--- src/tsxl_pkg.sv ---
// Purpose: Shared constants for the test-skip / xor-literal execution block
// Assumes: 16-bit instruction words, 8-bit data path, four phases per cycle
// Notes: Register port offsets live here too
package tsxl_pkg;
    localparam logic [6:0] OPC_TEST_SKIP = 7'h33;
    localparam logic [7:0] OPC_XOR_LIT = 8'h0a;
    localparam int TEST_SKIP_OPC_POS = 9;
    localparam int ACCESS_BIT_POS = 8;
    localparam int XOR_OPC_POS = 8;
    localparam logic [7:0] INDEXED_LIMIT = 8'h5f;
    localparam logic [7:0] ACCESS_SPLIT = 8'h60;
    localparam logic [3:0] ACCESS_HIGH_BANK = 4'hf;
    localparam logic [3:0] TWO_WORD_PREFIX = 4'hf;
    localparam logic [7:0] ACC_RESET = 8'h00;
    localparam logic [3:0] BANK_RESET = 4'h0;
    localparam logic [2:0] REG_ACC = 3'h0;
    localparam logic [2:0] REG_BANK = 3'h1;
    localparam logic [2:0] REG_CTRL = 3'h2;
    localparam logic [2:0] REG_FLAGS = 3'h3;
    localparam logic [2:0] REG_INDEX = 3'h4;
    localparam int CTRL_EXT_POS = 0;
    localparam int FLAG_N_POS = 1;
    localparam int FLAG_Z_POS = 0;
    typedef enum logic [3:0] {
        TSXL_Q1 = 4'b0001,
        TSXL_Q2 = 4'b0010,
        TSXL_Q3 = 4'b0100,
        TSXL_Q4 = 4'b1000
    } tsxl_phase_t;
endpackage

--- src/tsxl_phase_gen.sv ---
// Purpose: Four-phase instruction cycle sequencer
// Assumes: One phase per clock
// Notes: Q4 wraps to Q1
module tsxl_phase_gen
    import tsxl_pkg::*;
(
    // Clock and reset
    input wire logic sys_clk,
    input wire logic rst_n,
    // Phase
    output tsxl_phase_t phase
);
    tsxl_phase_t phase_q;
    assign phase = phase_q;

    always_ff @(posedge sys_clk or negedge rst_n)
    begin
        if (!rst_n)
        begin
            phase_q <= TSXL_Q1;
        end
        else
        begin
            case (phase_q)
                TSXL_Q1: phase_q <= TSXL_Q2;
                TSXL_Q2: phase_q <= TSXL_Q3;
                TSXL_Q3: phase_q <= TSXL_Q4;
                default: phase_q <= TSXL_Q1;
            endcase
        end
    end
endmodule

--- src/tsxl_exec.sv ---
// Purpose: Executes test-register-skip-if-zero and xor-literal-into-accumulator
// Assumes: Instruction word and register read data valid through a cycle
// Notes: Register port gives software access to accumulator, bank and flags
// Notes on behaviour
// - Zero operand flushes next word, no flags
// - Skipped two-word instruction costs three cycles
// - Access bit picks access bank or bank
// - Extended mode indexes operands up to 95
// - Xor literal with accumulator, set N, Z
// - Result back to accumulator, one cycle
module tsxl_exec
    import tsxl_pkg::*;
(
    // Clock and reset
    input wire logic sys_clk,
    input wire logic rst_n,
    // Instruction stream
    input wire logic [15:0] instr_word,
    // Data register file
    output logic [11:0] file_addr,
    output logic file_rd,
    input wire logic [7:0] file_rdata,
    // Core state
    output logic [7:0] acc_out,
    output logic flag_n,
    output logic flag_z,
    output logic flush,
    output logic cycle_start,
    // Register port
    input wire logic [2:0] reg_addr,
    input wire logic [7:0] reg_wdata,
    input wire logic reg_wr,
    input wire logic reg_rd,
    output logic [7:0] reg_rdata
);
    tsxl_phase_t phase;
    logic [15:0] ir_q;
    logic [7:0] acc_q;
    logic [7:0] result_q;
    logic [3:0] bank_q;
    logic ext_en_q;
    logic [7:0] index_q;
    logic n_q;
    logic z_q;
    logic [1:0] flush_cnt_q;
    logic flush_q;
    logic [11:0] file_addr_q;
    logic file_rd_q;
    logic op_zero_q;
    logic [7:0] reg_rdata_q;
    logic cycle_start_q;
    logic is_skip;
    logic is_xor;
    logic [7:0] f_field;
    logic [11:0] addr_d;
    logic next_two_word;

    tsxl_phase_gen u_phase
    (
        .sys_clk(sys_clk),
        .rst_n(rst_n),
        .phase(phase)
    );

    assign is_skip = (ir_q[15:TEST_SKIP_OPC_POS] == OPC_TEST_SKIP) && !flush_q;
    assign is_xor = (ir_q[15:XOR_OPC_POS] == OPC_XOR_LIT) && !flush_q;
    assign f_field = ir_q[7:0];
    assign next_two_word = (instr_word[15:12] == TWO_WORD_PREFIX);

    // Operand address selection
    always_comb
    begin
        if (ir_q[ACCESS_BIT_POS])
        begin
            addr_d = {bank_q, f_field};
        end
        else if (ext_en_q && (f_field <= INDEXED_LIMIT))
        begin
            addr_d = {4'h0, 8'(index_q + f_field)};
        end
        else if (f_field < ACCESS_SPLIT)
        begin
            addr_d = {4'h0, f_field};
        end
        else
        begin
            addr_d = {ACCESS_HIGH_BANK, f_field};
        end
    end

    // Decode: latch instruction at Q1
    always_ff @(posedge sys_clk or negedge rst_n)
    begin
        if (!rst_n)
        begin
            ir_q <= 16'h0000;
            cycle_start_q <= 1'b0;
        end
        else
        begin
            cycle_start_q <= (phase == TSXL_Q4);
            if (phase == TSXL_Q1)
            begin
                ir_q <= instr_word;
            end
        end
    end

    // Read operand at Q2
    always_ff @(posedge sys_clk or negedge rst_n)
    begin
        if (!rst_n)
        begin
            file_addr_q <= 12'h000;
            file_rd_q <= 1'b0;
            op_zero_q <= 1'b0;
        end
        else
        begin
            file_rd_q <= (phase == TSXL_Q2) && is_skip;
            // Operand only valid while the read strobe stands
            if (file_rd_q)
            begin
                op_zero_q <= (file_rdata == 8'h00);
            end
            if ((phase == TSXL_Q2) && is_skip)
            begin
                file_addr_q <= addr_d;
            end
        end
    end

    // Process at Q3
    always_ff @(posedge sys_clk or negedge rst_n)
    begin
        if (!rst_n)
        begin
            result_q <= 8'h00;
        end
        else if ((phase == TSXL_Q3) && is_xor)
        begin
            result_q <= acc_q ^ ir_q[7:0];
        end
    end

    // Skip control: flush one or two following words
    always_ff @(posedge sys_clk or negedge rst_n)
    begin
        if (!rst_n)
        begin
            flush_cnt_q <= 2'd0;
            flush_q <= 1'b0;
        end
        else if (phase == TSXL_Q4)
        begin
            if (is_skip && op_zero_q)
            begin
                flush_q <= 1'b1;
                flush_cnt_q <= next_two_word ? 2'd2 : 2'd1;
            end
            else if (flush_cnt_q > 2'd1)
            begin
                flush_q <= 1'b1;
                flush_cnt_q <= flush_cnt_q - 2'd1;
            end
            else
            begin
                flush_q <= 1'b0;
                flush_cnt_q <= 2'd0;
            end
        end
    end

    // Write destination at Q4; skip and flushed cycles leave state alone
    always_ff @(posedge sys_clk or negedge rst_n)
    begin
        if (!rst_n)
        begin
            acc_q <= ACC_RESET;
            n_q <= 1'b0;
            z_q <= 1'b0;
        end
        else if ((phase == TSXL_Q4) && is_xor)
        begin
            acc_q <= result_q;
            n_q <= result_q[7];
            z_q <= (result_q == 8'h00);
        end
        else if (reg_wr && (reg_addr == REG_ACC))
        begin
            acc_q <= reg_wdata;
        end
        else if (reg_wr && (reg_addr == REG_FLAGS))
        begin
            n_q <= reg_wdata[FLAG_N_POS];
            z_q <= reg_wdata[FLAG_Z_POS];
        end
    end

    // Software registers
    always_ff @(posedge sys_clk or negedge rst_n)
    begin
        if (!rst_n)
        begin
            bank_q <= BANK_RESET;
            ext_en_q <= 1'b0;
            index_q <= 8'h00;
        end
        else if (reg_wr)
        begin
            if (reg_addr == REG_BANK)
            begin
                bank_q <= reg_wdata[3:0];
            end
            else if (reg_addr == REG_CTRL)
            begin
                ext_en_q <= reg_wdata[CTRL_EXT_POS];
            end
            else if (reg_addr == REG_INDEX)
            begin
                index_q <= reg_wdata;
            end
        end
    end

    // Read data one cycle after strobe
    always_ff @(posedge sys_clk or negedge rst_n)
    begin
        if (!rst_n)
        begin
            reg_rdata_q <= 8'h00;
        end
        else if (reg_rd)
        begin
            if (reg_addr == REG_ACC)
            begin
                reg_rdata_q <= acc_q;
            end
            else if (reg_addr == REG_BANK)
            begin
                reg_rdata_q <= {4'h0, bank_q};
            end
            else if (reg_addr == REG_CTRL)
            begin
                reg_rdata_q <= {7'h00, ext_en_q};
            end
            else if (reg_addr == REG_FLAGS)
            begin
                reg_rdata_q <= {5'h00, flush_q, n_q, z_q};
            end
            else if (reg_addr == REG_INDEX)
            begin
                reg_rdata_q <= index_q;
            end
            else
            begin
                reg_rdata_q <= 8'h00;
            end
        end
        else
        begin
            reg_rdata_q <= 8'h00;
        end
    end

    assign acc_out = acc_q;
    assign flag_n = n_q;
    assign flag_z = z_q;
    assign flush = flush_q;
    assign file_addr = file_addr_q;
    assign file_rd = file_rd_q;
    assign reg_rdata = reg_rdata_q;
    assign cycle_start = cycle_start_q;
endmodule

--- config.mk ---
export PLATFORM = sky130hd
export DESIGN_NAME = tsxl_exec
export DESIGN_NICKNAME = d
export VERILOG_FILES = /design/src/tsxl_pkg.sv /design/src/tsxl_phase_gen.sv /design/src/tsxl_exec.sv
export SDC_FILE = /design/constraint.sdc
export NUM_CORES = 1
export LEC_CHECK = 0
export BUFFER_PORTS_ARGS = -buffer_cell sky130_fd_sc_hd__buf_2
export CORE_AREA = 3 3 79 118
export CTS_CLUSTER_DIAMETER = 200
export DETAILED_ROUTE_END_ITERATION = 10
export DIE_AREA = 0 0 82 121
export PLACE_DENSITY = 0.74
export REMOVE_ABC_BUFFERS = 1
export SKIP_LAST_GASP = 1
export SLEW_MARGIN = 20
export SYNTH_ARGS = -nofsm -noshare
export SYNTH_HDL_FRONTEND = slang
export SYNTH_HIERARCHICAL = 1
export SYNTH_SLANG_ARGS = --single-unit
--- constraint.sdc ---
create_clock -name sys_clk -period 3 [get_ports sys_clk]
set_input_delay 0.15 -clock sys_clk [delete_from_list [all_inputs] [get_ports sys_clk]]
set_output_delay 0.15 -clock sys_clk [all_outputs]
set_load 0.01 [all_outputs]
==> results of run 1 <==
## flip-flops by register name (all words and copies together), names as in the netlist, 2 cells and up
name	cells
ir_q	16
file_addr	12
acc_out	8
index_q	8
reg_rdata	8
result_q	8
bank_q	4
u_phase/phase	4
flush_cnt_q	2
## stage by stage
step | cells | worst slack (ps) | util | instance area [µm²]
CTS | 520 | 703 | 0.530 | 4460
detailed placement | 506 | 743 | 0.496 | 4180
finish | 520 | 660 | 0.530 | 4460
global route | 520 | 460 | 0.530 | 4460
global placement | 506 | 971 | 0.496 | 4180
floorplan | 325 | 880 | - | 3650
## Yosys cell counts (2+ instances only)
cell type                   count  area share
sky130_fd_sc_hd__nor4b_1        4      0.0094
sky130_fd_sc_hd__and3_1         3      0.0050
sky130_fd_sc_hd__o211ai_1       3      0.0061
sky130_fd_sc_hd__a2bb2oi_1      3      0.0071
sky130_fd_sc_hd__nand2_1       25       0.025
sky130_fd_sc_hd__ha_1           7       0.024
sky130_fd_sc_hd__o21ai_0       23       0.031
sky130_fd_sc_hd__xor2_1         2      0.0047
sky130_fd_sc_hd__nor4_1         4      0.0067
sky130_fd_sc_hd__nor4b_2        2      0.0081
sky130_fd_sc_hd__inv_1         10       0.010
sky130_fd_sc_hd__xnor2_1        9       0.021
sky130_fd_sc_hd__a21oi_1       29       0.039
sky130_fd_sc_hd__o21ai_2        2      0.0047
sky130_fd_sc_hd__mux2i_1       20       0.054
sky130_fd_sc_hd__mux2_2        26       0.079
sky130_fd_sc_hd__dfrtp_1       76        0.51
sky130_fd_sc_hd__or4b_4         2      0.0074
sky130_fd_sc_hd__buf_6          3      0.0091
sky130_fd_sc_hd__nand3_1        4      0.0054
sky130_fd_sc_hd__clkbuf_1       4      0.0040
sky130_fd_sc_hd__o21ai_1        6      0.0081
sky130_fd_sc_hd__nor3b_1        3      0.0061
sky130_fd_sc_hd__nor2_1        30       0.030
sky130_fd_sc_hd__nor2b_1        3      0.0050
sky130_fd_sc_hd__nand2_2        2      0.0034
sky130_fd_sc_hd__nor3_1         4      0.0054
## cells by family (layout without fill, tap and decap cells)
family / count (synthesis) / after routing / share of synthesized area
mux: 46 / 46 / 0.133
buf+inv: 21 / 99 / 0.0286
fa+ha+maj: 8 / 8 / 0.0289
simple gates: 96 / 96 / 0.147
xor+xnor: 11 / 11 / 0.0259
compound gates: 76 / 76 / 0.118
flops: 77 / 77 / 0.519
## worst max-delay path by stage
stage	slack (ps)	depth (start not counted)	end
final	660	8	file_addr[6]
after floorplan	880	2	ir_q[0]
after global placement	970	8	file_addr[6]
after CTS	700	8	file_addr[6]
after global routing	460	8	file_addr[6]
after detailed placement	740	8	file_addr[6]
## per-layer routing
metal | share of wire | wire length, µm | GRT usage | up-vias
met5 | 0 | 0 | 0 | -
met3 | 0.045 | 387 | 0.0386 | 9
met2 | 0.54 | 4610 | 0.319 | 59
li1 | - | - | - | 1353
met1 | 0.40 | 3470 | 0.230 | 1384
met4 | 0.016 | 135 | 0.0655 | 0
## where the power goes
group / switching (mW) / leakage [nW] / total, mW / internal (mW)
Combinational: 0.227 / 1.06 / 0.437 / 0.210
Sequential: 0.0995 / 0.967 / 1.24 / 1.14
Clock: 0.399 / 0.139 / 1.06 / 0.656
## area by class of cell
| cell class | count | share of cell area |
|---|---|---|
| flip-flops and latches | 77 | 0.433 |
| well taps | 107 | 0.0300 |
| multi-input cells | 237 | 0.380 |
| clock inverters | 2 | 0.00786 |
| inverters | 11 | 0.00926 |
| repair buffers | 74 | 0.0853 |
| clock buffers | 12 | 0.0553 |
==> out/results.env, run 1 <==
MULTI_INPUT_AREA_UM2=1690
DIE_W_UM=82
CP.REQUIRED_PS=3270
DIODES=0
WIRE_LENGTH_PER_CELL_AFTER_DETAILED_ROUTING_UM=16.5
TIMING.FINAL.CRIT_PERIOD_PS=2340
POSTSYNTH.ASYNCRESETSHARE=1.00
AREA_OF_THE_CORE_UM2=8410
POST_DP_HPWL_UM=6400
FINALSETUPVIOLCOUNT=0
CTS.PATH.MAX_BUFFERS=2
WORST_PATH_CLASS_SETUP='reg2reg'
YS_SEQ_ELEMENTS=77
SEQUENTIAL_CELL_AREA_UM2=1930
TIMING.REG2REG.SETUP_SLACK_PS=660
FINALSETUPTNS_PS=0
TIMING.RR.END='file_addr[6]'
H-TREE-DEPTH=3
NUM_IO_PINS=72
CRIT_PATH_LEADING_DELAY_FAMILY='compound AO/OA/AOI/OAI gates'
WORST_R2R_PATH_DEPTH=8
PORT-BUFFER-COUNT=71
FIRST_GLOBAL_VIAS=2863
CLK_TRANSITION_REPORTED_PATHS_PS=60
CTS.REPAIR.RESIZED=0
AREA_DELTA_SYNTH_FINAL_PCT=19.9
SYNTH-WARNING-COUNT=6
TOTALWIRELENGTH_UM=8600
PROPORTION_OF_LAYOUT_CELLS_WITH_A_DRIVE_SUFFIX_ABOVE_1=0.308
VIAS=2805
CTS.ROOT.BUFFER_CELL='sky130_fd_sc_hd__clkbuf_16'
GRT_START_MAX_NET_PINS=78
RUN_STATUS='finished with violations'
MOSTFREQUENTLAYOUTCELL='sky130_fd_sc_hd__dfrtp_1'
GRT_UTIL_ALL_LAYERS=0.187
PERIOD_UTILIZATION=0.780
CLKLATENCYLATEPIN_PS=340
POWER_PER_CELL_AREA_nW_PER_UM2=612
REPORTED_LEAKAGE_POWER_nW=2.16
DRCVIOLATIONCOUNT=0
CP_DATA_ARRIVAL_TIME_PS=2610
WORST_HOLD_SLACK_PS=-35.4
VIOLATIONS='negative hold slack'
FINAL-HOLD-VIOLATION-COUNT=76
FIRSTDRTPASSITERS=4
POSTROUTEANTENNANETS=0
TIMING_MAX_TRANSITION_VIOLATIONS_FINAL=0
CRIT_PATH_MAX_FANOUT=4
GPL.FINAL_WEIGHTED_CONGESTION=0.812
FINAL_CELL_MIX='sky130_fd_sc_hd__dfrtp_1 (76), sky130_fd_sc_hd__buf_2 (70), sky130_fd_sc_hd__nor2_1 (30)'
SYNTHESIS.AREA_PER_INSTANCE_UM2=11.1
WORST_PIN_SLEW_PS=949
YOSYSSEQAREASHARE=0.519
SLOWEST_STAGE='sky130_fd_sc_hd__a2111oi_0'
ANTENNA_FOUND_INITIAL=0
MAX_FREQ_GHz=0.427
CRITICAL_PATH.MAX_STAGE_DELAY_PS=480
ROW_COUNT=41
OVERFLOW=0
RSZ0062_AT_GRT='false'
CTS_SETUP_BUFFERS=0
POSTSYNTHCELLCOUNT=335
ITER_0_DRT_VIOLATIONS=182
CHIP_HEIGHT_UM=121
WORST_IR_DROP_VDD_mV=0.302
NUM-NETS-FINAL=457
SLEW-LIMIT-HEADROOM=0.368
MAXCAPVIOLATIONS=0
CP_CELL_SEQUENCE='ha_1 -> inv_1 -> fa_1 -> nor2b_1 -> o31a_1 -> o21ai_0 -> a2111oi_0 -> or3b_1'
FILLER_CELLS_INSERTED=768
DIE_AREA_UM2=9920
TRITONCTS='yes'
SYNTHESIS.AREA_UM2=3720
TOTAL_POWER_mW=2.73
YOSYSUNIQUECELLTYPES=53
CLKSINKCOUNT=77
DETAILED_ROUTE_VIAS_PER_INSTANCE=5.39
TIMING.CRITICAL_PATH.BUF_INV=1
CRIT-REG2REG-LAUNCH='ir_q[0]'
FLOORPLAN.INITIALDENSITY=0.442
CRIT_PATH_END_KIND='flip-flop'
GRT_FIRST_PASS_WIRELENGTH_UM=14000
WORST_HOLD_PATH_TYPE='in2async'
CTS_MADE_BUFFERS=9
FINAL.SETUP_SKEW_PS=6.78
STARTPOINT='ir_q[0]'
SYNTH_ENABLE_FLOP_CELLS=0
POSTSYNTH.TOPFLOPCELL='sky130_fd_sc_hd__dfrtp_1'
POSTCTSHOLDBUFS=0
CRITPATHLAUNCHTYPE='flip-flop'
Power figures use the tool's default switching activity.
==> run 2: changes to the inputs <==
ABC_AREA = 1   (was default)
CORE_AREA = 3 3 80 119   (was 3 3 79 118)
DIE_AREA = 0 0 83 122   (was 0 0 82 121)
PLACE_DENSITY = 0.77   (was 0.74)
clock period = 2 ns   (was 3 ns; I/O delays follow)
==> run 2 against run 1 <==
Against the previous run: flip-flop and latch count did not move; critical path depth fell by 2; fmax rose by 39%; the run now ends clean; largest power group unchanged; global-route usage rose by 0.86 points; non-clock buffer count rose by 7; largest cell class unchanged; sequential power rose by 47%; critical path type unchanged.
==> out/results.env, run 2 <==
RUN_STATUS='finished, final reports clean'
DIE_AREA_UM2=10100  # +2.1%
CTS_SETUP_BUFFERS=0  # unchanged
PORT-BUFFER-COUNT=71  # unchanged
TIMING.REG2REG.SETUP_SLACK_PS=320  # -340 ps
NUM-NETS-FINAL=596  # +30%
FIRST_GLOBAL_VIAS=3445  # +20%
TRITONCTS='yes'
LARGEST_REGISTER_FF_COUNT=16  # unchanged
FINALSETUPTNS_PS=0  # unchanged
POSTSYNTHCELLCOUNT=465  # +39%
SYNTH-WARNING-COUNT=6  # unchanged
NUMPLACEDINSTANCES=641  # +27%
MAX_FREQ_GHz=0.595  # +39%
ROW_COUNT=41  # unchanged
GRT_UTIL_ALL_LAYERS=0.196  # +0.00863
RSZ0062_AT_GRT='false'
FIRSTDRTPASSITERS=5  # +1
SLEW-LIMIT-HEADROOM=0.660  # +0.292
CP.REQUIRED_PS=2240  # -1030 ps
POSTSYNTH.TOPFLOPCELL='sky130_fd_sc_hd__dfrtp_1'
CLKSINKCOUNT=77  # unchanged
POSTSYNTH.ASYNCRESETSHARE=1.00  # unchanged
WORST_PATH_CLASS_SETUP='reg2reg'
WHS_PATH_DEPTH=2
FILLER_CELLS_INSERTED=809  # +5.3%
TOTAL_SWITCHING_POWER_mW=1.12  # +54%
CTS_MADE_BUFFERS=9  # unchanged
TIMING.RR.END='result_q[4]'
CRIT_PATH_END_KIND='flip-flop'
SYNTH_TOP_CELL_BY_AREA='sky130_fd_sc_hd__dfrtp_1'
H-TREE-DEPTH=3  # unchanged
POWER_FRAC_CLOCK=0.407  # +0.020
PROPORTION_OF_LAYOUT_CELLS_WITH_A_DRIVE_SUFFIX_ABOVE_1=0.208  # -0.0999
AREA_DELTA_SYNTH_FINAL_PCT=22.1
WIRE_LENGTH_PER_CELL_AFTER_DETAILED_ROUTING_UM=14.2  # -14%
SYNTH_MOST_COMMON_CELL='sky130_fd_sc_hd__nand2_1'
GRT_BUSIEST_LAYER='met2'
YS_SEQ_ELEMENTS=77  # unchanged
CRIT_PATH_MAX_FANOUT=16  # +12
GR-USAGE-MET1=0.223  # -0.00707
NUM_IO_PINS=72  # unchanged
TIMING_MAX_TRANSITION_VIOLATIONS_FINAL=0  # unchanged
CLK_TRANSITION_REPORTED_PATHS_PS=60  # about the same
SYNTH_TOP_AREA_FRAC=0.498  # -0.0137
GRT_START_MAX_NET_PINS=47  # -40%
OVERFLOW=0  # unchanged
COMB_POWER_SHARE=0.153  # -0.007
SWITCHING_SHARE=0.269  # +0.00371
POWER_PER_CELL_AREA_nW_PER_UM2=887  # +45%
POSTCTSHOLDBUFS=4  # +4
SYNTHTOPCELLSBYAREA='sky130_fd_sc_hd__dfrtp_1 (50%), sky130_fd_sc_hd__nand2_1 (13%), sky130_fd_sc_hd__nand3_1 (6.2%)'
AREA_OF_THE_CORE_UM2=8520  # +1.2%
POWER.SHARE.SEQUENTIAL=0.440  # -0.013
VIAS=3381  # +21%
FINAL-HOLD-VIOLATION-COUNT=0  # -100%
DETAILED_ROUTE_VIAS_PER_INSTANCE=5.11  # -5.2%
CTS.PATH.MAX_BUFFERS=2  # unchanged
REPORTED_LEAKAGE_POWER_nW=2.48  # +15%
MAXCAPVIOLATIONS=0  # unchanged
YOSYSUNIQUECELLTYPES=33  # -38%
FINAL.SETUP_SKEW_PS=6.74  # -0.0372 ps
FLOORPLAN.INITIALDENSITY=0.449  # +0.00672
CHIP_HEIGHT_UM=122  # +0.83%
CP_DATA_ARRIVAL_TIME_PS=1920  # -690 ps
TIMING.FINAL.CRIT_PERIOD_PS=1680  # -658 ps
FINAL_CELL_MIX='sky130_fd_sc_hd__nand2_1 (131), sky130_fd_sc_hd__dfrtp_1 (76), sky130_fd_sc_hd__buf_2 (70)'
ITER_0_DRT_VIOLATIONS=221  # +21%
SYNTHESIS.AREA_PER_INSTANCE_UM2=8.21  # -26%
ANTENNA_FOUND_INITIAL=0  # unchanged
REGMOSTFLOPS='ir_q'
DIODES=0  # unchanged
CRIT-REG2REG-LAUNCH='ir_q[8]'
USE_MET3=0.0474  # +0.00873
GLOBALROUTEMET2UTIL=0.329  # +0.00999
GRT_FIRST_PASS_WIRELENGTH_UM=15600  # +12%
FINALNONFILLERCELLS=661  # +27%
MOSTFREQUENTLAYOUTCELL='sky130_fd_sc_hd__nand2_1'
PERIOD_UTILIZATION=0.841  # +0.0608
CLKLATENCYLATEPIN_PS=340  # about the same
DIE_W_UM=83  # +1.2%
CRITPATHLAUNCHTYPE='flip-flop'
CELL_INTERNAL_PWR_mW=3.02  # +51%
GPL.FINAL_WEIGHTED_CONGESTION=0.880  # +8.4%
WORST_PIN_SLEW_PS=511  # -438 ps
POST_DP_HPWL_UM=7060  # +10%
TOTALWIRELENGTH_UM=9380  # +9.0%
DRCVIOLATIONCOUNT=0  # unchanged
POSTROUTEANTENNANETS=0  # unchanged
WORST_IR_DROP_VDD_mV=0.539  # +79%
SYNTHESIS.AREA_UM2=3820  # +2.8%
FINALSETUPVIOLCOUNT=0  # unchanged
TIMING.HOLD.WORST.START='instr_word[14]'
WORST_HOLD_PATH_TYPE='in2reg'
CTS.ROOT.BUFFER_CELL='sky130_fd_sc_hd__clkbuf_16'
SYNTH.TOP_CELLS.BY_COUNT='sky130_fd_sc_hd__nand2_1 (131), sky130_fd_sc_hd__dfrtp_1 (76), sky130_fd_sc_hd__inv_1 (60)'
CTS.REPAIR.RESIZED=0  # unchanged
WHS_ENDPOINT='ir_q[14]'
SYNTH_ENABLE_FLOP_CELLS=0  # unchanged
WORST_R2R_PATH_DEPTH=6  # -2
YOSYSSEQAREASHARE=0.505  # -0.0139
## run 2: changes by cell type after synthesis, sizes merged, moves of 6 or more
cell   previous run  this run
inv              11        65
xor2              2         9
o21ai            31        23
xnor2             9         1
nand3             4        47
mux2i            20         0
mux2             26         8
nor4b             6         0
nand2            28       133
nand4             1         7
## run 2: how the worst max path moves through the flow
stage | startpoint | to | slack (ps) | cells after the start
after detailed placement | ir_q[8] | result_q[6] | 360 | 5
after CTS | ir_q[8] | result_q[4] | 310 | 6
after global routing | ir_q[0] | file_addr[6] | 150 | 10
after global placement | index_q[0] | file_addr[6] | 400 | 9
final | ir_q[8] | result_q[4] | 320 | 6
after floorplan | u_phase/phase[2] | ir_q[11] | 350 | 3
## run 2: stage by stage
step	util	power, mW	worst slack, ps	hold slack (ps)	cell area [µm²]
6_report	0.548	4.14	318	11.9	4670
5_1_grt	0.548	4.35	153	13.0	4670
4_1_cts	0.548	4.18	313	2.28	4670
3_5_place_dp	0.506	2.46	356	73.6	4310
3_3_place_gp	0.506	2.45	399	67.7	4310
2_1_floorplan	-	2.20	354	-196	3760
## run 2: layout make-up
cell class                 instances  area (µm²)  area share
timing repair buffer              81         455      0.0976
clock inverter                     3        42.5     0.00912
multi-input combinational        315        1590       0.341
clock buffer                      13         270      0.0579
tap                              107         134      0.0287
sequential                        77        1930       0.413
inverter                          65         244      0.0523
## run 2: logic make-up (layout without fill, tap and decap cells)
kind of cell | Yosys count | in the layout | share of synthesized area
and+or+nand+nor | 231 | 231 | 0.263
DFF | 77 | 77 | 0.505
buffers and inverters | 73 | 162 | 0.0786
AOI/OAI and AO/OA | 58 | 58 | 0.0793
xor gates and xnor gates | 10 | 10 | 0.0229
adders and majority gates | 8 | 8 | 0.0282
muxes | 8 | 8 | 0.0236
## run 2: metal layers
metal | share of wire | vias up
li1 | - | 1657
met1 | 0.39 | 1575
met2 | 0.51 | 121
met3 | 0.057 | 28
met4 | 0.042 | 0
met5 | 0 | -
## run 2: power by group through the flow
stage	Combinational, mW	Clock, mW	Sequential [mW]
2_1_floorplan	0.364	0	1.84
3_3_place_gp	0.608	0	1.84
3_5_place_dp	0.622	0	1.84
4_1_cts	0.637	1.72	1.82
5_1_grt	0.723	1.79	1.84
6_report	0.632	1.69	1.82
## run 2: worst max-delay path, stage by stage (launching register included)
cell and delay (ps):
sky130_fd_sc_hd__dfrtp_1 420, sky130_fd_sc_hd__inv_2 90, sky130_fd_sc_hd__nand2_1 60, sky130_fd_sc_hd__nor3_2 270, sky130_fd_sc_hd__and2_1 500, sky130_fd_sc_hd__nand2_1 120, sky130_fd_sc_hd__o21ai_0 130
==> run 3: changes to the inputs <==
clock period = 1.4 ns   (was 2 ns; I/O delays follow)
==> run 3 against run 2 <==
Against the previous run: the flow now finishes with violations (negative setup slack); register-to-register slack worse by 460 ps; via count increased by 11%; hold slack got worse by 6.9 ps; wire length is 21% higher; sequential share of layout area down 6.8 points.
==> out/results.env, run 3 (synthesized netlist as in run 2, its figures left out) <==
CHIP_HEIGHT_UM=122  # unchanged
NUM-NETS-FINAL=658  # +10%
DRCVIOLATIONCOUNT=0  # unchanged
AREA_DELTA_SYNTH_FINAL_PCT=46.3
RSZ0062_AT_GRT='true'
H-TREE-DEPTH=3  # unchanged
MAXCAPVIOLATIONS=0  # unchanged
MAX_FREQ_GHz=0.648  # +9.1%
SEQUENTIAL_CELL_AREA_UM2=1930  # unchanged
FIRSTDRTPASSITERS=5  # unchanged
CRIT_PATH_MAX_FANOUT=2  # -14
GPL.FINAL_WEIGHTED_CONGESTION=0.875  # -0.52%
WORST_R2R_PATH_DEPTH=10  # +4
POWER_PER_CELL_AREA_nW_PER_UM2=1110  # +26%
CRIT-REG2REG-LAUNCH='index_q[0]'
FINALNONFILLERCELLS=722  # +9.2%
OVERFLOW=0  # unchanged
TIMING.FINAL.CRIT_PERIOD_PS=1540  # -140 ps
PORT-BUFFER-COUNT=71  # unchanged
VIOLATIONS='negative setup slack'
GRT_UTIL_ALL_LAYERS=0.226  # +0.0306
CTS.ROOT.BUFFER_CELL='sky130_fd_sc_hd__clkbuf_16'
DESTINATION_OF_THE_CRITICAL_TIMING_PATH='file_addr[6]'
WORST_IR_DROP_VDD_mV=0.707  # +31%
CP.REQUIRED_PS=1670  # -570 ps
SLEW-LIMIT-HEADROOM=0.701  # +0.0409
CLKLATENCYLATEPIN_PS=340  # about the same
LARGEST_REGISTER_FF_COUNT=16  # unchanged
PROPORTION_OF_LAYOUT_CELLS_WITH_A_DRIVE_SUFFIX_ABOVE_1=0.376  # +0.168
RUN_STATUS='finished with violations'
ANTENNA_FOUND_INITIAL=0  # unchanged
FINAL.SETUP_SKEW_PS=5.51  # -1.23 ps
FLOORPLAN.INITIALDENSITY=0.449  # unchanged
NUM_IO_PINS=72  # unchanged
ROW_COUNT=41  # unchanged
MOSTFREQUENTLAYOUTCELL='sky130_fd_sc_hd__nand2_1'
MULTI_INPUT_AREA_UM2=1940  # +22%
CRITPATHLAUNCHTYPE='flip-flop'
FINAL-HOLD-VIOLATION-COUNT=0  # unchanged
TIMING.CRITICAL_PATH.BUF_INV=2  # +1
CRITICAL_PATH.MAX_STAGE_DELAY_PS=360  # -140 ps
CTS_MADE_BUFFERS=9  # unchanged
SETUP_SLACK_PS=-142  # -460 ps
CP_COMMON_CELL='sky130_fd_sc_hd__nand2_1'
PERIOD_UTILIZATION=1.10  # +0.261
DETAILED_ROUTE_VIAS_PER_INSTANCE=5.22  # +2.0%
FIRST_GLOBAL_VIAS=3916  # +14%
AREA_OF_THE_CORE_UM2=8520  # unchanged
CTS.PATH.MAX_BUFFERS=2  # unchanged
FINALSETUPVIOLCOUNT=17  # +17
CP_DATA_ARRIVAL_TIME_PS=1820  # -100 ps
WORST_PIN_SLEW_PS=449  # -61.4 ps
TIMING_MAX_TRANSITION_VIOLATIONS_FINAL=0  # unchanged
CRIT_PATH_LEADING_DELAY_FAMILY='adder cells'
WIRE_LENGTH_PER_CELL_AFTER_DETAILED_ROUTING_UM=15.7  # +10%
PATH_DEPTH=10  # +4
FINAL_CELL_MIX='sky130_fd_sc_hd__nand2_1 (119), sky130_fd_sc_hd__dfrtp_1 (76), sky130_fd_sc_hd__buf_2 (70)'
DIE_W_UM=83  # unchanged
ITER_0_DRT_VIOLATIONS=233  # +5.4%
REPORTED_LEAKAGE_POWER_nW=2.93  # +18%
POSTROUTEANTENNANETS=0  # unchanged
WORST_HOLD_PATH_TYPE='in2reg'
DIODES=0  # unchanged
DIE_AREA_UM2=10100  # unchanged
NUMPLACEDINSTANCES=682  # +6.4%
GRT_FIRST_PASS_WIRELENGTH_UM=18100  # +16%
TRITONCTS='yes'
TIMING.RR.END='file_addr[6]'
REGMOSTFLOPS='ir_q'
FILLER_CELLS_INSERTED=685  # -15%
SLOWEST_STAGE='sky130_fd_sc_hd__fa_2'
TOTALWIRELENGTH_UM=11300  # +21%
TOTAL_POWER_mW=6.23  # +50%
POST_DP_HPWL_UM=7650  # +8.4%
STARTPOINT='index_q[0]'
CLKSINKCOUNT=77  # unchanged
GRT_START_MAX_NET_PINS=32  # -32%
WORST_PATH_CLASS_SETUP='reg2reg'
CLK_TRANSITION_REPORTED_PATHS_PS=60  # about the same
TIMING.REG2REG.SETUP_SLACK_PS=-140  # -460 ps
CRIT_PATH_END_KIND='flip-flop'
VIAS=3766  # +11%
CP_CELL_SEQUENCE='ha_2 -> inv_2 -> fa_2 -> inv_2 -> nand4_1 -> nand3_1 -> nand2_1 -> nand3_1 -> nand2_1 -> nand2_1'
## run 3: changes by cell type in the layout (fill, tap and decap cells not counted), sizes merged
cell / before / now
clkinv: 1 / 3
clkinvlp: 1 / 0
clkbuf: 13 / 11
buf: 77 / 128
dlygate4sd3: 4 / 15
## run 3: worst min path at each step
stage	to	from	cells after the start	slack, ps
CTS	ir_q[10]	instr_word[10]	3	0.03
global placement	ir_q[5]	rst_n	1	40
detailed placement	ir_q[5]	rst_n	1	40
global route	ir_q[10]	instr_word[10]	3	20
finish	ir_q[1]	instr_word[1]	3	5
floorplan	acc_out[0]	rst_n	0	-230
## run 3: where the power goes
group / total, mW / switching [mW] / internal [mW]
Sequential: 2.61 / 0.191 / 2.42
Combinational: 1.32 / 0.695 / 0.621
Clock: 2.30 / 0.888 / 1.42
Total: 6.23 / 1.77 / 4.45
## run 3: timing repair
action                                  in CTS  in global routing
hold buffers                                15                  0
endpoints found under the hold margin       44                  0
buffers inserted                             6                  4
pin swaps                                   10                 27
gates cloned                                 2                  0
gates resized for setup                     50                 54
endpoints found under the setup margin      24                 33
## run 3: layout make-up
class	instances	share of cell area
clock buffer	11	0.0434
clock inverter	4	0.00873
inverter	65	0.0445
multi-input combinational	315	0.347
sequential	77	0.345
tap	107	0.0239
timing repair buffer	143	0.188
## run 3: metrics by stage
stage | setup TNS (ps) | util | cell area, µm² | setup WS [ps] | hold WS, ps
2_1_floorplan | -2830 | - | 3760 | -246 | -226
3_3_place_gp | -432 | 0.547 | 4660 | -130 | 38.8
3_5_place_dp | -977 | 0.547 | 4660 | -194 | 44.7
4_1_cts | -1120 | 0.633 | 5390 | -119 | 0.0340
5_1_grt | -3620 | 0.656 | 5590 | -252 | 20.0
6_report | -1300 | 0.656 | 5590 | -142 | 5.07
## run 3: worst reg2reg max path, delay by kind of cell (launching register included)
family	cells	cell delay, ps
buf+inv	2	120
flops	1	350
simple gates	6	440
fa+ha+maj	2	550
## run 3: metal layers
metal	routed length [µm]	GRT usage
met1	4420	0.254
met2	5930	0.400
met3	477	0.0304
met4	476	0.150
met5	0	0
